<file path="src/rtl/lcjac_defines.svh">
// constants of the line-interface clock, jitter and alarm control block
// assumes inclusion by bare name from the rtl files of this block
// How it works
// - jitter path code zero switches the attenuator off
// - code 01 puts attenuator in transmit path, 32 deep, wide bandwidth
// - code 10 receive 32 deep wide; code 11 receive 64 deep narrow
// - synthesized clock output follows T1 or E1 rate of current mode
// - all eight channels share one line rate, no per-channel choice
// - hardware mode: three ratio pins steer the frequency synthesizer
// - hardware mode: reference rate comes from the equalizer code pins
// - host mode: ratio pins ignored, synthesizer register steers it instead
// - driver fail flag rises on a transmit driver short
// - driver fail flag rises after over 128 transmit clocks without pulse
// - auto ones high: channels with signal loss send all-ones AMI
// - auto ones low: no substitution; one setting for every channel
// - gauge pin high selects 26 gauge, low 22 and 24 gauge
`ifndef LCJAC_DEFINES_SVH
`define LCJAC_DEFINES_SVH
`define LCJAC_ADDR_CTRL 12'h000
`define LCJAC_ADDR_STAT 12'h004
`define LCJAC_ADDR_MASK 12'h008
`define LCJAC_ADDR_STATE 12'h00C
`define LCJAC_SYNTH_IDX 10'h081
`define LCJAC_RST_CTRL 2'h0
`define LCJAC_RST_RATIO 3'h0
`define LCJAC_RST_RATE 1'h0
`define LCJAC_RST_MASK 16'h0000
`define LCJAC_EQ_E1_BIT 4
`define LCJAC_SYN_RATE_BIT 3
`define LCJAC_NOPULSE_LIMIT 8'h80
`define LCJAC_KHZ_T1 16'h0608
`define LCJAC_KHZ_E1 16'h0800
`endif

</file>
<file path="src/rtl/lcjac_pkg.sv">
// types used by the control block; its driver monitor uses none of them
// assumes nothing beyond a SystemVerilog compiler
package lcjac_pkg;
   // where the jitter attenuator sits
   typedef enum logic [1:0] {
      LCJAC_JA_OFF,
      LCJAC_JA_TX32,
      LCJAC_JA_RX32,
      LCJAC_JA_RX64
   } lcjac_ja_path_t;
   // register selected by an address
   typedef enum logic [2:0] {
      LCJAC_SEL_NONE,
      LCJAC_SEL_CTRL,
      LCJAC_SEL_STAT,
      LCJAC_SEL_MASK,
      LCJAC_SEL_STATE,
      LCJAC_SEL_SYNTH
   } lcjac_sel_t;
endpackage

</file>
<file path="src/rtl/lcjac_ctrl.sv">
// line-interface clock, jitter attenuator and alarm control with an AHB-Lite register slave
// assumes mode, select and reference pins are asynchronous; bus is single-word AHB-Lite
`include "lcjac_defines.svh"
module lcjac_ctrl #(
   parameter int CH = 8,
   parameter logic [15:0] T1_IN_KHZ [8] = '{default: `LCJAC_KHZ_T1},
   parameter logic [15:0] E1_IN_KHZ [8] = '{default: `LCJAC_KHZ_E1},
   parameter logic [15:0] T1_OUT_KHZ [8] = '{default: `LCJAC_KHZ_T1},
   parameter logic [15:0] E1_OUT_KHZ [8] = '{default: `LCJAC_KHZ_E1}
) (
   input wire logic hclk,
   input wire logic hresetn,
   input wire logic hsel,
   input wire logic [11:0] haddr,
   input wire logic [1:0] htrans,
   input wire logic hwrite,
   input wire logic [2:0] hsize,
   input wire logic [31:0] hwdata,
   input wire logic hready,
   output logic hreadyout,
   output logic hresp,
   output logic [31:0] hrdata,
   input wire logic host_mode,
   input wire logic [1:0] jitter_path_select,
   input wire logic [2:0] synth_ratio_select,
   input wire logic [4:0] equalizer_code,
   input wire logic wire_gauge_select,
   input wire logic auto_ones_on_signal_loss,
   input wire logic t1_ref_clock_in,
   input wire logic e1_ref_clock_in,
   input wire logic [CH-1:0] signal_loss,
   input wire logic [CH-1:0] tx_line_clock,
   input wire logic [CH-1:0] tx_pulse_seen,
   input wire logic [CH-1:0] tx_short_detect,
   output logic jitter_atten_en,
   output logic jitter_atten_rx,
   output logic jitter_fifo_64,
   output logic jitter_bw_narrow,
   output logic synth_clock_out,
   output logic line_rate_e1,
   output logic [15:0] synth_in_khz,
   output logic [15:0] synth_out_khz,
   output logic gauge_26,
   output logic [CH-1:0] tx_all_ones,
   output logic [CH-1:0] driver_fail_flag,
   output logic irq
);
   localparam int PW = 15 + CH;

   typedef struct packed {
      logic [PW-1:0] s1;
      logic [PW-1:0] s2;
      logic a_valid;
      logic a_write;
      logic [11:0] a_addr;
      logic [31:0] rdata;
      logic [1:0] ctrl_ja;
      logic [2:0] syn_ratio;
      logic syn_rate;
      logic [2*CH-1:0] stat;
      logic [2*CH-1:0] mask;
      logic [CH-1:0] loss_d;
      logic [CH-1:0] fail_d;
      logic [1:0] ja;
      logic [2:0] ratio;
      logic rate;
      logic ref_clk;
      logic gauge;
      logic [CH-1:0] ones;
      logic [15:0] in_khz;
      logic [15:0] out_khz;
   } lcjac_top_st_t;

   lcjac_top_st_t st;
   lcjac_top_st_t next_st;

   logic p_host;
   logic [1:0] p_ja;
   logic [2:0] p_ratio;
   logic [4:0] p_eq;
   logic p_gauge;
   logic p_ones;
   logic p_t1;
   logic p_e1;
   logic [CH-1:0] p_loss;
   logic [2*CH-1:0] ev;
   logic [2*CH-1:0] w1c;
   lcjac_pkg::lcjac_sel_t wsel;
   lcjac_pkg::lcjac_ja_path_t path;

   // map a byte address onto a register
   function automatic lcjac_pkg::lcjac_sel_t reg_sel(input logic [11:0] a);
      if (a == `LCJAC_ADDR_CTRL) begin
         return lcjac_pkg::LCJAC_SEL_CTRL;
      end else if (a == `LCJAC_ADDR_STAT) begin
         return lcjac_pkg::LCJAC_SEL_STAT;
      end else if (a == `LCJAC_ADDR_MASK) begin
         return lcjac_pkg::LCJAC_SEL_MASK;
      end else if (a == `LCJAC_ADDR_STATE) begin
         return lcjac_pkg::LCJAC_SEL_STATE;
      end else if (a == {`LCJAC_SYNTH_IDX, 2'b00}) begin
         return lcjac_pkg::LCJAC_SEL_SYNTH;
      end else begin
         return lcjac_pkg::LCJAC_SEL_NONE;
      end
   endfunction

   // synchronised pin fields
   assign {p_host, p_ja, p_ratio, p_eq, p_gauge, p_ones, p_t1, p_e1, p_loss} = st.s2;
   assign wsel = reg_sel(st.a_addr);
   assign path = lcjac_pkg::lcjac_ja_path_t'(st.ja);

   lcjac_drvmon #(
      .CH(CH)
   ) u_drvmon (
      .hclk(hclk),
      .hresetn(hresetn),
      .tx_line_clock(tx_line_clock),
      .tx_pulse_seen(tx_pulse_seen),
      .tx_short_detect(tx_short_detect),
      .driver_fail_flag(driver_fail_flag)
   );

   // next state of the whole block
   always_comb begin
      next_st = st;
      next_st.s1 = {host_mode, jitter_path_select, synth_ratio_select, equalizer_code,
                    wire_gauge_select, auto_ones_on_signal_loss, t1_ref_clock_in,
                    e1_ref_clock_in, signal_loss};
      next_st.s2 = st.s1;
      if (p_host) begin
         next_st.ja = st.ctrl_ja;
         next_st.ratio = st.syn_ratio;
         next_st.rate = st.syn_rate;
      end else begin
         next_st.ja = p_ja;
         next_st.ratio = p_ratio;
         next_st.rate = p_eq[`LCJAC_EQ_E1_BIT];
      end
      next_st.ref_clk = st.rate ? p_e1 : p_t1;
      next_st.in_khz = st.rate ? E1_IN_KHZ[st.ratio] : T1_IN_KHZ[st.ratio];
      next_st.out_khz = st.rate ? E1_OUT_KHZ[st.ratio] : T1_OUT_KHZ[st.ratio];
      next_st.gauge = p_gauge;
      next_st.ones = p_ones ? p_loss : '0;
      // rising alarms become events
      ev = {p_loss & ~st.loss_d, driver_fail_flag & ~st.fail_d};
      next_st.loss_d = p_loss;
      next_st.fail_d = driver_fail_flag;
      // data phase write
      w1c = '0;
      if (st.a_valid && st.a_write) begin
         if (wsel == lcjac_pkg::LCJAC_SEL_CTRL) begin
            next_st.ctrl_ja = hwdata[1:0];
         end else if (wsel == lcjac_pkg::LCJAC_SEL_STAT) begin
            w1c = hwdata[2*CH-1:0];
         end else if (wsel == lcjac_pkg::LCJAC_SEL_MASK) begin
            next_st.mask = hwdata[2*CH-1:0];
         end else if (wsel == lcjac_pkg::LCJAC_SEL_SYNTH) begin
            next_st.syn_ratio = hwdata[2:0];
            next_st.syn_rate = hwdata[`LCJAC_SYN_RATE_BIT];
         end
      end
      // set wins over write-one clear
      next_st.stat = (st.stat & ~w1c) | ev;
      // address phase, read data captured here
      next_st.a_valid = 1'b0;
      if (hsel && hready && htrans[1]) begin
         next_st.a_valid = 1'b1;
         next_st.a_write = hwrite;
         next_st.a_addr = haddr;
         next_st.rdata = '0;
         if (!hwrite) begin
            case (reg_sel(haddr))
               lcjac_pkg::LCJAC_SEL_CTRL: next_st.rdata[1:0] = st.ctrl_ja;
               lcjac_pkg::LCJAC_SEL_STAT: next_st.rdata[2*CH-1:0] = st.stat;
               lcjac_pkg::LCJAC_SEL_MASK: next_st.rdata[2*CH-1:0] = st.mask;
               lcjac_pkg::LCJAC_SEL_STATE: next_st.rdata[2*CH+3:0] = {st.ja, p_host, st.rate, p_loss,
                                                                        driver_fail_flag};
               lcjac_pkg::LCJAC_SEL_SYNTH: next_st.rdata[3:0] = {st.syn_rate, st.syn_ratio};
               default: next_st.rdata = '0;
            endcase
         end
      end
   end

   // state register
   always_ff @(posedge hclk or negedge hresetn) begin
      if (!hresetn) begin
         st <= '0;
         st.ctrl_ja <= `LCJAC_RST_CTRL;
         st.syn_ratio <= `LCJAC_RST_RATIO;
         st.syn_rate <= `LCJAC_RST_RATE;
         st.mask <= `LCJAC_RST_MASK;
      end else begin
         st <= next_st;
      end
   end

   // bus answers at once, always okay
   assign hreadyout = 1'b1;
   assign hresp = 1'b0;
   assign hrdata = st.rdata;

   assign jitter_atten_en = path != lcjac_pkg::LCJAC_JA_OFF;
   assign jitter_atten_rx = path == lcjac_pkg::LCJAC_JA_RX32 || path == lcjac_pkg::LCJAC_JA_RX64;
   assign jitter_fifo_64 = path == lcjac_pkg::LCJAC_JA_RX64;
   assign jitter_bw_narrow = path == lcjac_pkg::LCJAC_JA_RX64;

   assign line_rate_e1 = st.rate;
   assign synth_clock_out = st.ref_clk;
   assign synth_in_khz = st.in_khz;
   assign synth_out_khz = st.out_khz;
   assign gauge_26 = st.gauge;
   assign tx_all_ones = st.ones;
   assign irq = |(st.stat & st.mask);
endmodule // lcjac_ctrl

</file>
<file path="src/rtl/lcjac_drvmon.sv">
// per-channel transmit driver failure monitor
// assumes transmit clock, pulse and short inputs arrive from pins, asynchronous to hclk
`include "lcjac_defines.svh"
module lcjac_drvmon #(
   parameter int CH = 8
) (
   input wire logic hclk,
   input wire logic hresetn,
   input wire logic [CH-1:0] tx_line_clock,
   input wire logic [CH-1:0] tx_pulse_seen,
   input wire logic [CH-1:0] tx_short_detect,
   output logic [CH-1:0] driver_fail_flag
);
   typedef struct packed {
      logic [CH-1:0] clk_s1;
      logic [CH-1:0] clk_s2;
      logic [CH-1:0] clk_d;
      logic [CH-1:0] pul_s1;
      logic [CH-1:0] pul_s2;
      logic [CH-1:0] sh_s1;
      logic [CH-1:0] sh_s2;
      logic [CH-1:0][7:0] cnt;
      logic [CH-1:0] flag;
   } lcjac_mon_st_t;

   lcjac_mon_st_t st;
   lcjac_mon_st_t next_st;
   logic [CH-1:0] over_lim;

   // synchronise pins, count transmit clocks between pulses
   always_comb begin
      next_st = st;
      next_st.clk_s1 = tx_line_clock;
      next_st.clk_s2 = st.clk_s1;
      next_st.clk_d = st.clk_s2;
      next_st.pul_s1 = tx_pulse_seen;
      next_st.pul_s2 = st.pul_s1;
      next_st.sh_s1 = tx_short_detect;
      next_st.sh_s2 = st.sh_s1;
      for (int i = 0; i < CH; i++) begin
         over_lim[i] = st.cnt[i] > `LCJAC_NOPULSE_LIMIT;
         if (st.pul_s2[i]) begin
            next_st.cnt[i] = 8'h00;
         end else if (st.clk_s2[i] && !st.clk_d[i] && st.cnt[i] != 8'hFF) begin
            next_st.cnt[i] = st.cnt[i] + 8'h01; // saturates
         end
         next_st.flag[i] = st.sh_s2[i] | over_lim[i];
      end
   end

   // state register
   always_ff @(posedge hclk or negedge hresetn) begin
      if (!hresetn) begin
         st <= '0;
      end else begin
         st <= next_st;
      end
   end

   assign driver_fail_flag = st.flag;
endmodule // lcjac_drvmon

</file>
<file path="config.mk">
export PLATFORM = sky130hd
export DESIGN_NAME = lcjac_ctrl
export DESIGN_NICKNAME = d
export VERILOG_FILES = /design/src/rtl/lcjac_pkg.sv /design/src/rtl/lcjac_ctrl.sv /design/src/rtl/lcjac_drvmon.sv
export VERILOG_INCLUDE_DIRS = /design/src /design/src/rtl
export SDC_FILE = /design/constraint.sdc
export NUM_CORES = 1
export LEC_CHECK = 0
export ABC_AREA = 1
export BUFFER_PORTS_ARGS = -buffer_cell sky130_fd_sc_hd__buf_2
export CAP_MARGIN = 20
export CORE_ASPECT_RATIO = 0.75
export CORE_MARGIN = 5
export CORE_UTILIZATION = 55
export DETAILED_ROUTE_END_ITERATION = 10
export PLACE_DENSITY = 0.87
export SLEW_MARGIN = 20
export SYNTH_ARGS = -nofsm -noshare
export SYNTH_HDL_FRONTEND = slang
export SYNTH_SLANG_ARGS = --single-unit
</file>
<file path="constraint.sdc">
create_clock -name hclk -period 4.3 [get_ports hclk]
set_input_delay 1.29 -clock hclk [delete_from_list [all_inputs] [get_ports hclk]]
set_output_delay 1.29 -clock hclk [all_outputs]
set_load 0.02 [all_outputs]
</file>
* After elaboration in Yosys (flattened, before gate mapping)
Memory sizes are Yosys's and may differ from the RTL's. Cells that the tools add are included.
Cells by class: mux-type cells 45, eq/ne operators 27, order comparisons 9, bitwise gates (word level) 20, add/sub/neg operators 8, reductions and logical operators 43
Operator list (count):
- $mux 8 | 17
- $mux 16 | 8
- $add 8x1->8 const B | 8
- $gt 8x8->1 const B | 8
- $ne 8x8->1 const B | 8
- $eq 12x4->1 const B | 4
- $mux 46 | 1
- $mux 3 | 12
- $pmux 12 s3 | 1
- $and 16x16->16 | 2
- $eq 12x10->1 const B | 2
- $eq 12x3->1 const B | 2
- $logic_not 12->1 | 2
- $mux 20 | 1
- $logic_and 1x1->1 | 19
- $reduce_bool 2->1 | 9
- $and 8x8->8 | 2
- $not 16->16 | 1
- $not 8->8 | 2
- $or 16x16->16 | 1
- $reduce_or 16->1 | 1
- $eq 3x2->1 const B | 4
- $pmux 2 s5 | 1
- $eq 3x3->1 const B | 3
- 15 further kinds | 33
Storage, ports and cells: input port bits 101, memory bits (read-only) 256, bits in registers 306, output and inout port bits 90, memories 2, word-level logic and storage cells 190
Memory list:
- (no name shown) | depth 8, bits a word 16, read ports 1, clocked after Yosys merged registers in 0, wr ports 0, RTL line lcjac_ctrl.sv:142 | next_st.out_khz = st.rate ? E1_OUT_KHZ[st.ratio] : T1_OUT_KHZ[st.ratio];
- (no name shown) | depth 8, bits a word 16, read ports 1, clocked after Yosys merged registers in 0, wr ports 0, RTL line lcjac_ctrl.sv:142

* Depth between registers and ports, before layout
Gate-level depths: netlist of run 1.
depth after elaboration 13, gate-level depth with buffers 10, mapped depth without buffers 10

* Modules after synthesis
A second synthesis of run 1 with hierarchy kept.
Second synthesis, totals: cell total of the unflattened synthesis 1357, area, all modules 11930.2 um^2
Modules (own cells, without submodules):
- lcjac_drvmon | sequential area each 3203.1 um^2, cells each 719, times used 1, area an instance 6042.0 um^2
- lcjac_ctrl | sequential area each 3378.2 um^2, cells each 638, times used 1, area an instance 5888.1 um^2

* Least setup slack after synthesis of run 1
Ideal clock, no wire load.
path type input-to-reg, from in haddr[5], to reg st, in the netlist hrdata[14], buffers on the path 1, stages 8, arrival 2.177 ns, path slack 2.057 ns, data required time 4.234 ns, cells stage by stage nor2_1 -> nand2_2 -> nor2_8 -> nand2_4 -> a21oi_2 -> buf_6 -> nand2_1 -> nand2_1
Between the ends: longest elaborated chain between the ends 11
RTL lines:
- start, declared | RTL line lcjac_ctrl.sv:14 | input wire logic [11:0] haddr,
- $eq 12x10->1 | RTL line lcjac_ctrl.sv:101 | end else if (a == {`LCJAC_SYNTH_IDX, 2'b00}) begin
- $mux 3 | RTL line lcjac_ctrl.sv:101
- $mux 3 | RTL line lcjac_ctrl.sv:99 | end else if (a == `LCJAC_ADDR_STATE) begin
- $mux 3 | RTL line lcjac_ctrl.sv:97 | end else if (a == `LCJAC_ADDR_MASK) begin
- $mux 3 | RTL line lcjac_ctrl.sv:95 | end else if (a == `LCJAC_ADDR_STAT) begin
- $mux 3 (*) | RTL line lcjac_ctrl.sv:93 | if (a == `LCJAC_ADDR_CTRL) begin
- $mux 3 (*) | RTL line lcjac_ctrl.sv:172 | if (!hwrite) begin
- $mux 3 (*) | RTL line lcjac_ctrl.sv:167 | if (hsel && hready && htrans[1]) begin
- $eq 3x3->1 / $eq 3x2->1 (equally long branches) | RTL line lcjac_ctrl.sv:173 | case (reg_sel(haddr))
- $pmux 12 s3 (*) | RTL line lcjac_ctrl.sv:173
- $mux 20 (*) | RTL line lcjac_ctrl.sv:172
- end signal, assigned | RTL line lcjac_ctrl.sv:195 | st <= next_st;
- end, declared | RTL line lcjac_ctrl.sv:74 | lcjac_top_st_t st;
Mark *: on every way between the ends. The rest lies on a longest branch, timed or not. The select of a mux whose other input is x is not followed. A chain may end at the register's enable or synchronous reset.

* Final worst setup path of run 1
from reg st[72] (netlist bit), to out irq
Between the ends: longest elaborated chain between the ends 2
RTL lines:
- $and 16x16->16 | RTL line lcjac_ctrl.sv:215 | assign irq = |(st.stat & st.mask);
- $reduce_or 16->1 | RTL line lcjac_ctrl.sv:215
- end, declared | RTL line lcjac_ctrl.sv:46 | output logic irq
No other way between the ends.

==> metrics.md, run 1 <==
| Metric | Value |
|---|---|
| Die H | 135 um |
| Register area | 6580 sq um |
| Antenna cells | 0 |
| Initial antenna violation count | 0 |
| Reg-to-reg startpoint | st[146] |
| Ys flop type | dfrtp_1 |
| RSZ-0062 raised after global routing | false |
| TritonRoute pass-1 iters | 5 |
| Hold_sp | next_st[157] |
| Die X | 177 um |
| Core area | 20400 sq um |
| Synth warn | 0 |
| Fin crit period | 3.07 ns |
| Synth Register Bits | 263 |
| Layout Nets | 1447 |
| Residual DRC count | 0 |
| Deepest clock path buffer count | 3 |
| Lkg Pwr | 6.65 nW |
| Die area | 24000 sq um |
| Vias in the first global route | 8352 |
| Critical Path Start Type | register |
| Number of port buffers | 125 |
| Synth area leader | dfrtp_1 |
| Gr usage total | 0.204 |
| Maximum vdd ir drop | 340 uV |
| Clock slew at reported path FFs | 0.07 ns |
| Finished Layout Cells | 1630 |
| Setup violations, final | 0 |
| Crit path to | irq |
| Combinational family with the most area after synthesis | simple AND/OR/NAND/NOR gates |
| # fillers | 1634 |
| Fmax | 326 MHz |
| Initial Util | 0.563 |
| Area Overhead vs Synth | 11.5% |
| Final Hold Fails | 0 |
| Outcome | finished clean |
| Slew Viols, Final | 0 |
| Total number of vias | 8393 |
| Crit end category | output port |
| Final Cycle Share | 0.713 |
| Post-cts gate resize count | 0 |
| Number of synthesized flops with an enable pin | 0 |
| Req. time, crit path | 3.01 ns |
| Max cap viols | 0 |
| I/O Pins | 191 |
| Sink Count | 263 |
| Synth Area in Adders | 0.0174 |
| Reg2reg setup slack | 2.40 ns |
| Post-synthesis simple-gate area fraction | 0.199 |
| Largest net degree at the start of global routing | 101 |
| Multi-input logic area | 3730 sq um |
| Clk Latency, worst-skew pair | 0.52 ns |
| Detail Route Antenna Nets | 0 |
| Via density | 5.15 |
| Layout Skew | 0.00718 ns |
| Part of the Yosys area used for sequential elements | 0.572 |
| Synth top area cells | dfrtp_1 (57%), nand2_1 (8.5%), buf_4 (5.5%) |
| Asr flop ratio synth | 1.00 |
| CTS H-Tree Depth | 1 |
| Total CTS buffers | 25 |
| Critical R2R Capture | st[72] |
| Post-DP HPWL | 17.3 mm |
| Avg Synthesized Cell Area | 9.30 sq um |
| Slew @ Worst Pin | 0.747 ns |
| Cell Count Post-Placement | 1585 |
| Mapped Cells | 1238 |
| Site row count | 45 |
| CP arrival | 1.78 ns |
| Multiplexer area fraction after synthesis | 0 |
| Synth top area share | 0.572 |
| Grt ovf | 0 |
| CTS tree | yes |
| FF-to-FF path depth | 5 |
| Hold Crit Class | register to register |
| WL/cell | 14.9 um |
| Starting DRT DRC Count | 913 |
| CP Max Fanout | 3 |
| Distinct cells, synth | 42 |
| Root Driver | clkbuf_16 |
| Relative slew slack | 0.502 |
| Synthesized cell area | 11500 sq um |
| GPL Wtd Cong | 0.904 |
| Setup TNS | 0 ns |
| Critical Path Start | st[72] |
| Power density over the cells | 408 nW/um^2 |
| Post-Synth XOR/XNOR Area | 0.0190 |
| CP Class | register to output port |
| Post-CTS setup buffers | 0 |
| Total wire length | 24.2 mm |
| Share of cells above drive strength 1 | 0.159 |
| First-pass GRT wire length | 40.6 mm |
| Compound-cell area share of the yosys netlist | 0.0764 |
| Hold buffers post-CTS | 0 |
==> layout make-up <==
type	count	area share
flip-flops and latches	263	0.513
multi-input cells	746	0.291
clock buffers	35	0.0579
repair buffers	131	0.0550
inverters	163	0.0477
well taps	282	0.0275
clock inverters	10	0.00838
==> worst max-delay path, stage by stage, from the launching register on <==
cell and delay [ns]:
dfrtp_1 0.42, nand2_1 0.07, nand2_1 0.05, a221oi_1 0.29, nand4_1 0.22, buf_2 0.22
==> through the flow <==
stage | power (W) | hold slack, ns | area (sq um) | worst slack, ns | util
detailed placement | 0.00304 | 0.335 | 12000 | 1.05 | 0.586
floorplan | 0.00291 | 0.331 | 11600 | 2.06 | -
finish | 0.00524 | 0.343 | 12800 | 1.23 | 0.628
global placement | 0.00303 | 0.333 | 12000 | 1.13 | 0.586
global route | 0.00546 | 0.354 | 12800 | 1.13 | 0.628
CTS | 0.00530 | 0.348 | 12800 | 1.19 | 0.628
==> flip-flops by register name (all words and copies together), names as in the netlist, 2 cells and up <==
signal,flops
u_drvmon.st,88
st,68
u_drvmon.next_st,32
next_st,25
hrdata,20
tx_all_ones,8
u_drvmon.driver_fail_flag,8
p_ja,2
path,2
synth_out_khz,2
==> placed cells by master, fill, tap and decap left out, types with 10 or more instances in the layout <==
| master | instances |
|---|---|
| xor2_1 | 21 |
| nand2_1 | 262 |
| nand4_1 | 27 |
| buf_2 | 124 |
| nor2_1 | 85 |
| inv_1 | 158 |
| o22ai_1 | 16 |
| o21ai_0 | 77 |
| dfrtp_1 | 263 |
| conb_1 | 38 |
| nor3_1 | 29 |
| clkbuf_16 | 25 |
| ha_1 | 16 |
| o31ai_1 | 10 |
| nand3_1 | 90 |
==> cell families after synthesis <==
group,Yosys count
DFF,263
xor gates and xnor gates,25
other,2
and+or+nand+nor,520
adders and majority gates,16
buffers and inverters,265
AOI/OAI and AO/OA,147
==> per-layer routing <==
metal | track usage | wire length, um
met1 | 0.291 | 10700
met2 | 0.333 | 11400
met3 | 0.0352 | 1790
met4 | 0.0412 | 349
met5 | 0 | 0
==> power breakdown <==
group	switching, W	internal [W]
registers	0.0000688	0.00258
logic	0.000251	0.000100
clock network	0.000917	0.00132
total	0.00124	0.00400
==> Yosys cell counts, types with 2 or more instances <==
cell and n:
nand4_1 27, or2_2 4, ha_1 16, clkbuf_1 10, buf_2 6, o21ai_0 77
xnor2_1 4, conb_1 2, nand2_1 262, o22ai_1 16, nor2_4 2, dfrtp_1 263
nor2_1 85, nor2_8 2, nor2_2 7, a21oi_2 2, a21oi_1 8, o41ai_1 2
nor3_2 3, a221oi_1 4, inv_1 158, nand2_2 4, o21bai_1 3, inv_2 4
a21o_1 4, buf_4 84, o21ai_1 6, o211ai_1 3, xor2_1 21, nand3_1 90
o21ai_2 8, nor3_1 29, o31ai_1 10, nor4_1 3, buf_6 2
==> worst min path at each step <==
stage,end,slack (ns),cells after the start
detailed placement,gauge_26,0.33,0
CTS,p_t1,0.35,0
floorplan,gauge_26,0.33,0
finish,p_t1,0.34,0
global placement,u_drvmon.st[74],0.33,0
global route,p_ja[1],0.35,0
(Power assumes the default switching activity.)
==> run 2: changes to the inputs <==
--- a/config.mk
+++ b/config.mk
@@ -6,14 +6,14 @@
 export SDC_FILE = /design/constraint.sdc
 export NUM_CORES = 1
 export LEC_CHECK = 0
-export ABC_AREA = 1
+export ABC_AREA = 0
 export BUFFER_PORTS_ARGS = -buffer_cell sky130_fd_sc_hd__buf_2
 export CAP_MARGIN = 20
 export CORE_ASPECT_RATIO = 0.75
 export CORE_MARGIN = 5
 export CORE_UTILIZATION = 55
 export DETAILED_ROUTE_END_ITERATION = 10
-export PLACE_DENSITY = 0.87
+export PLACE_DENSITY = 0.88
 export SLEW_MARGIN = 20
 export SYNTH_ARGS = -nofsm -noshare
 export SYNTH_HDL_FRONTEND = slang
==> constraint.sdc (replaced) <==
create_clock -name hclk -period 3.14 [get_ports hclk]
set_input_delay 0.942 -clock hclk [delete_from_list [all_inputs] [get_ports hclk]]
set_output_delay 0.942 -clock hclk [all_outputs]
set_load 0.02 [all_outputs]
==> run 2 against run 1 <==
  * First-iteration DRC count down 49%
  * Sequential share of layout area is 1.7 points higher
  * Hold slack got worse by 0.00056 ns
  * Synthesized cell count shrank 26%
  * Global-route usage down 1.6 points
  * Register-to-register slack got worse by 1.3 ns
  * Sequential power up 37%
  * Non-clock buffer count grew 7
  * Clock skew barely moved
  * Largest cell class unchanged
==> metrics.md, run 2 <==
| Metric | Value |
|---|---|
| Outcome | finished clean (unchanged) |
| Layout Nets | 1117 (was 1447) |
| Detail Route Antenna Nets | 0 (unchanged) |
| CTS H-Tree Depth | 1 (unchanged) |
| Avg Synthesized Cell Area | 12.1 sq um (was 9.30 sq um) |
| Post-CTS setup buffers | 0 (unchanged) |
| Asr flop ratio synth | 1.00 (unchanged) |
| WL/cell | 16.8 um (was 14.9 um) |
| Distinct cells, synth | 55 (was 42) |
| Synth warn | 0 (unchanged) |
| Sink Count | 263 (unchanged) |
| Slew @ Worst Pin | 0.650 ns (was 0.747 ns) |
| Residual DRC count | 0 (unchanged) |
| Most frequent cell after synthesis | dfrtp_1 (unchanged) |
| Ys flop type | dfrtp_1 (unchanged) |
| Hold Crit Class | register to register (unchanged) |
| Final Hold Fails | 0 (unchanged) |
| CP delay by family, top | compound AO/OA/AOI/OAI gates (was flip-flops) |
| CTS tree | yes (unchanged) |
| Slew Viols, Final | 0 (unchanged) |
| CP Max Fanout | 3 (unchanged) |
| Final Cycle Share | 0.902 |
| Reg-to-reg startpoint | st[145] (was st[146]) |
| Largest Register | u_drvmon.st (unchanged) |
| Mapped Cells | 910 (was 1238) |
| Critical Path Start Type | register (unchanged) |
| Relative slew slack | 0.566 (was 0.502) |
| Total CTS buffers | 25 (unchanged) |
| Clock slew at reported path FFs | 0.06 ns (was 0.07 ns) |
| Setup violations, final | 0 (unchanged) |
| I/O Pins | 191 (unchanged) |
| # fillers | 1493 (was 1634) |
| Multi-input logic area | 3650 sq um (was 3730 sq um) |
| Synth top area share | 0.597 (was 0.572) |
| Site row count | 44 (was 45) |
| WP buf/inv | 1 (unchanged) |
| TritonRoute pass-1 iters | 5 (unchanged) |
| Fmax | 353 MHz |
| Max cap viols | 0 (unchanged) |
| Crit end category | output port (unchanged) |
| Post-synth top cells | dfrtp_1 (263), buf_4 (83), inv_1 (47), nand2_1 (46), nor2_1 (46) (was dfrtp_1 (263), nand2_1 (262), inv_1 (158), nand3_1 (90), nor2_1 (85)) |
| Area Overhead vs Synth | 12.7% (was 11.5%) |
| Root Driver | clkbuf_16 (unchanged) |
| Vias in the first global route | 6923 (was 8352) |
| First-pass GRT wire length | 35.8 mm (was 40.6 mm) |
| Lkg Pwr | 5.82 nW (was 6.65 nW) |
| Clk Latency, worst-skew pair | 0.50 ns (was 0.52 ns) |
| WHS | 0.343 ns (about the same) |
| Largest net degree at the start of global routing | 87 (was 101) |
| Part of the Yosys area used for sequential elements | 0.597 (was 0.572) |
| CP arrival | 1.89 ns (was 1.78 ns) |
| Slowest cell on crit path | dfrtp_1 (unchanged) |
| Initial antenna violation count | 1 (was 0) |
| Critical path cell sequence | a22o_1 > a221oi_1 > nand4_1 > buf_2 (was nand2_1 > nand2_1 > a221oi_1 > nand4_1 > buf_2) |
| Maximum vdd ir drop | 369 uV (was 340 uV) |
| Most frequent cells in the layout | dfrtp_1 (263), buf_2 (124), inv_1 (47), nand2_1 (46), nor2_1 (46) (was dfrtp_1 (263), nand2_1 (262), inv_1 (158), buf_2 (124), nand3_1 (90)) |
| Req. time, crit path | 2.20 ns (was 3.01 ns) |
| Synth Register Bits | 263 (unchanged) |
| Die area | 23000 sq um (was 24000 sq um) |
| Hold Path Stages | 0 (unchanged) |
| Initial Util | 0.564 (was 0.563) |
| Reg2reg setup slack | 1.11 ns (was 2.40 ns) |
| Commonest non-fill, non-tap cell in the layout | dfrtp_1 (unchanged) |
| Hold_sp | u_drvmon.next_st[118] (was next_st[157]) |
| Number of port buffers | 125 (unchanged) |
| Synth area leader | dfrtp_1 (unchanged) |
| Share of cells above drive strength 1 | 0.242 (was 0.159) |
| Power density over the cells | 596 nW/um^2 (was 408 nW/um^2) |
| CP Class | register to output port (unchanged) |
| Synth top area cells | dfrtp_1 (60%), buf_4 (5.7%), mux2_2 (4.6%) (was dfrtp_1 (57%), nand2_1 (8.5%), buf_4 (5.5%)) |
| Slowest cell delay on critical path | 0.40 ns (was 0.42 ns) |
| Post-DP HPWL | 14.6 mm (was 17.3 mm) |
| Hold EP | u_drvmon.next_st[110] (was p_t1) |
| Gr usage total | 0.188 (was 0.204) |
| Die X | 173 um (was 177 um) |
| FF-to-FF path depth | 4 (was 5) |
| GPL Wtd Cong | 0.860 (was 0.904) |
| Post-cts gate resize count | 0 (unchanged) |
| Layout Skew | 0.00746 ns (was 0.00718 ns) |
| Fin crit period | 2.83 ns |
| Critical R2R Capture | st[99] (was st[72]) |
| Critical Path Start | st[94] (was st[72]) |
| Hold buffers post-CTS | 0 (unchanged) |
| Deepest clock path buffer count | 3 (unchanged) |
| Die H | 133 um (was 135 um) |
| Max FFs per register | 88 (unchanged) |
| Via density | 5.42 (was 5.15) |
| Synthesized cell area | 11000 sq um (was 11500 sq um) |
| Core area | 19500 sq um (was 20400 sq um) |
| Total wire length | 21.4 mm (was 24.2 mm) |
| Grt ovf | 0 (unchanged) |
| Setup TNS | 0 ns (unchanged) |
| RSZ-0062 raised after global routing | false (unchanged) |
| Number of synthesized flops with an enable pin | 0 (unchanged) |
| Total number of vias | 6889 (was 8393) |
| Setup WS pre-CTS | 0.578 ns (was 1.05 ns) |
| Register area | 6580 sq um (unchanged) |
| Final worst setup slack | 0.309 ns (was 1.23 ns) |
| Starting DRT DRC Count | 464 (was 913) |
-- run 2: worst reg2reg max path, stage by stage (launching register included) --
cell,delay (ns)
dfrtp_1,0.38
or4_4,0.59
nor4_2,0.31
nand3_1,0.28
mux2_2,0.36
-- run 2: per-stage QoR --
stage	utilization	std cells	total power, W	area, sq um
2_1_floorplan	-	946	0.00400	11200
3_3_place_gp	0.588	1226	0.00414	11500
3_5_place_dp	0.588	1226	0.00417	11500
4_1_cts	0.635	1271	0.00749	12400
5_1_grt	0.635	1272	0.00770	12400
6_report	0.635	1272	0.00740	12400
-- run 2: layout make-up --
cell class,count,share of cell area
Clock inverter,14,0.0184
Sequential cell,263,0.530
Clock buffer,31,0.0554
Multi-Input combinational cell,525,0.294
Timing Repair Buffer,138,0.0621
Tap cell,253,0.0255
Inverter,47,0.0142
Antenna cell,1,0.000202
-- run 2: worst max path at each step --
stage            endpoint  slack [ns]  depth (start not counted)
2_1_floorplan  hrdata[10]        0.99                          6
3_3_place_gp   hrdata[15]        0.62                          5
3_5_place_dp    hrdata[6]        0.58                          5
4_1_cts               irq        0.29                          4
5_1_grt               irq        0.21                          4
6_report              irq        0.31                          4
-- run 2: kinds of logic (layout without fill, tap and decap cells) --
group,Yosys count,after routing,share of synthesized area
DFF,263,263,0.597
muxes,64,64,0.0678
buffers and inverters,158,230,0.0838
AOI/OAI and AO/OA,151,151,0.0964
other,2,39,0.000681
xor gates and xnor gates,21,21,0.0167
and+or+nand+nor,235,235,0.120
adders and majority gates,16,16,0.0182
-- run 2: where the power goes --
part           switching, W  internal, W  total (W)
combinational      0.000284     0.000186   0.000470
sequential         0.000101      0.00353    0.00363
clock               0.00124      0.00205    0.00329
total               0.00163      0.00577    0.00740
-- run 2: routing by layer --
metal	up-vias	wire length, um	global-route usage
li1	3268	-	-
met1	3408	9800	0.273
met2	178	10000	0.297
met3	35	1060	0.0337
met4	0	458	0.0465
met5	-	0	0
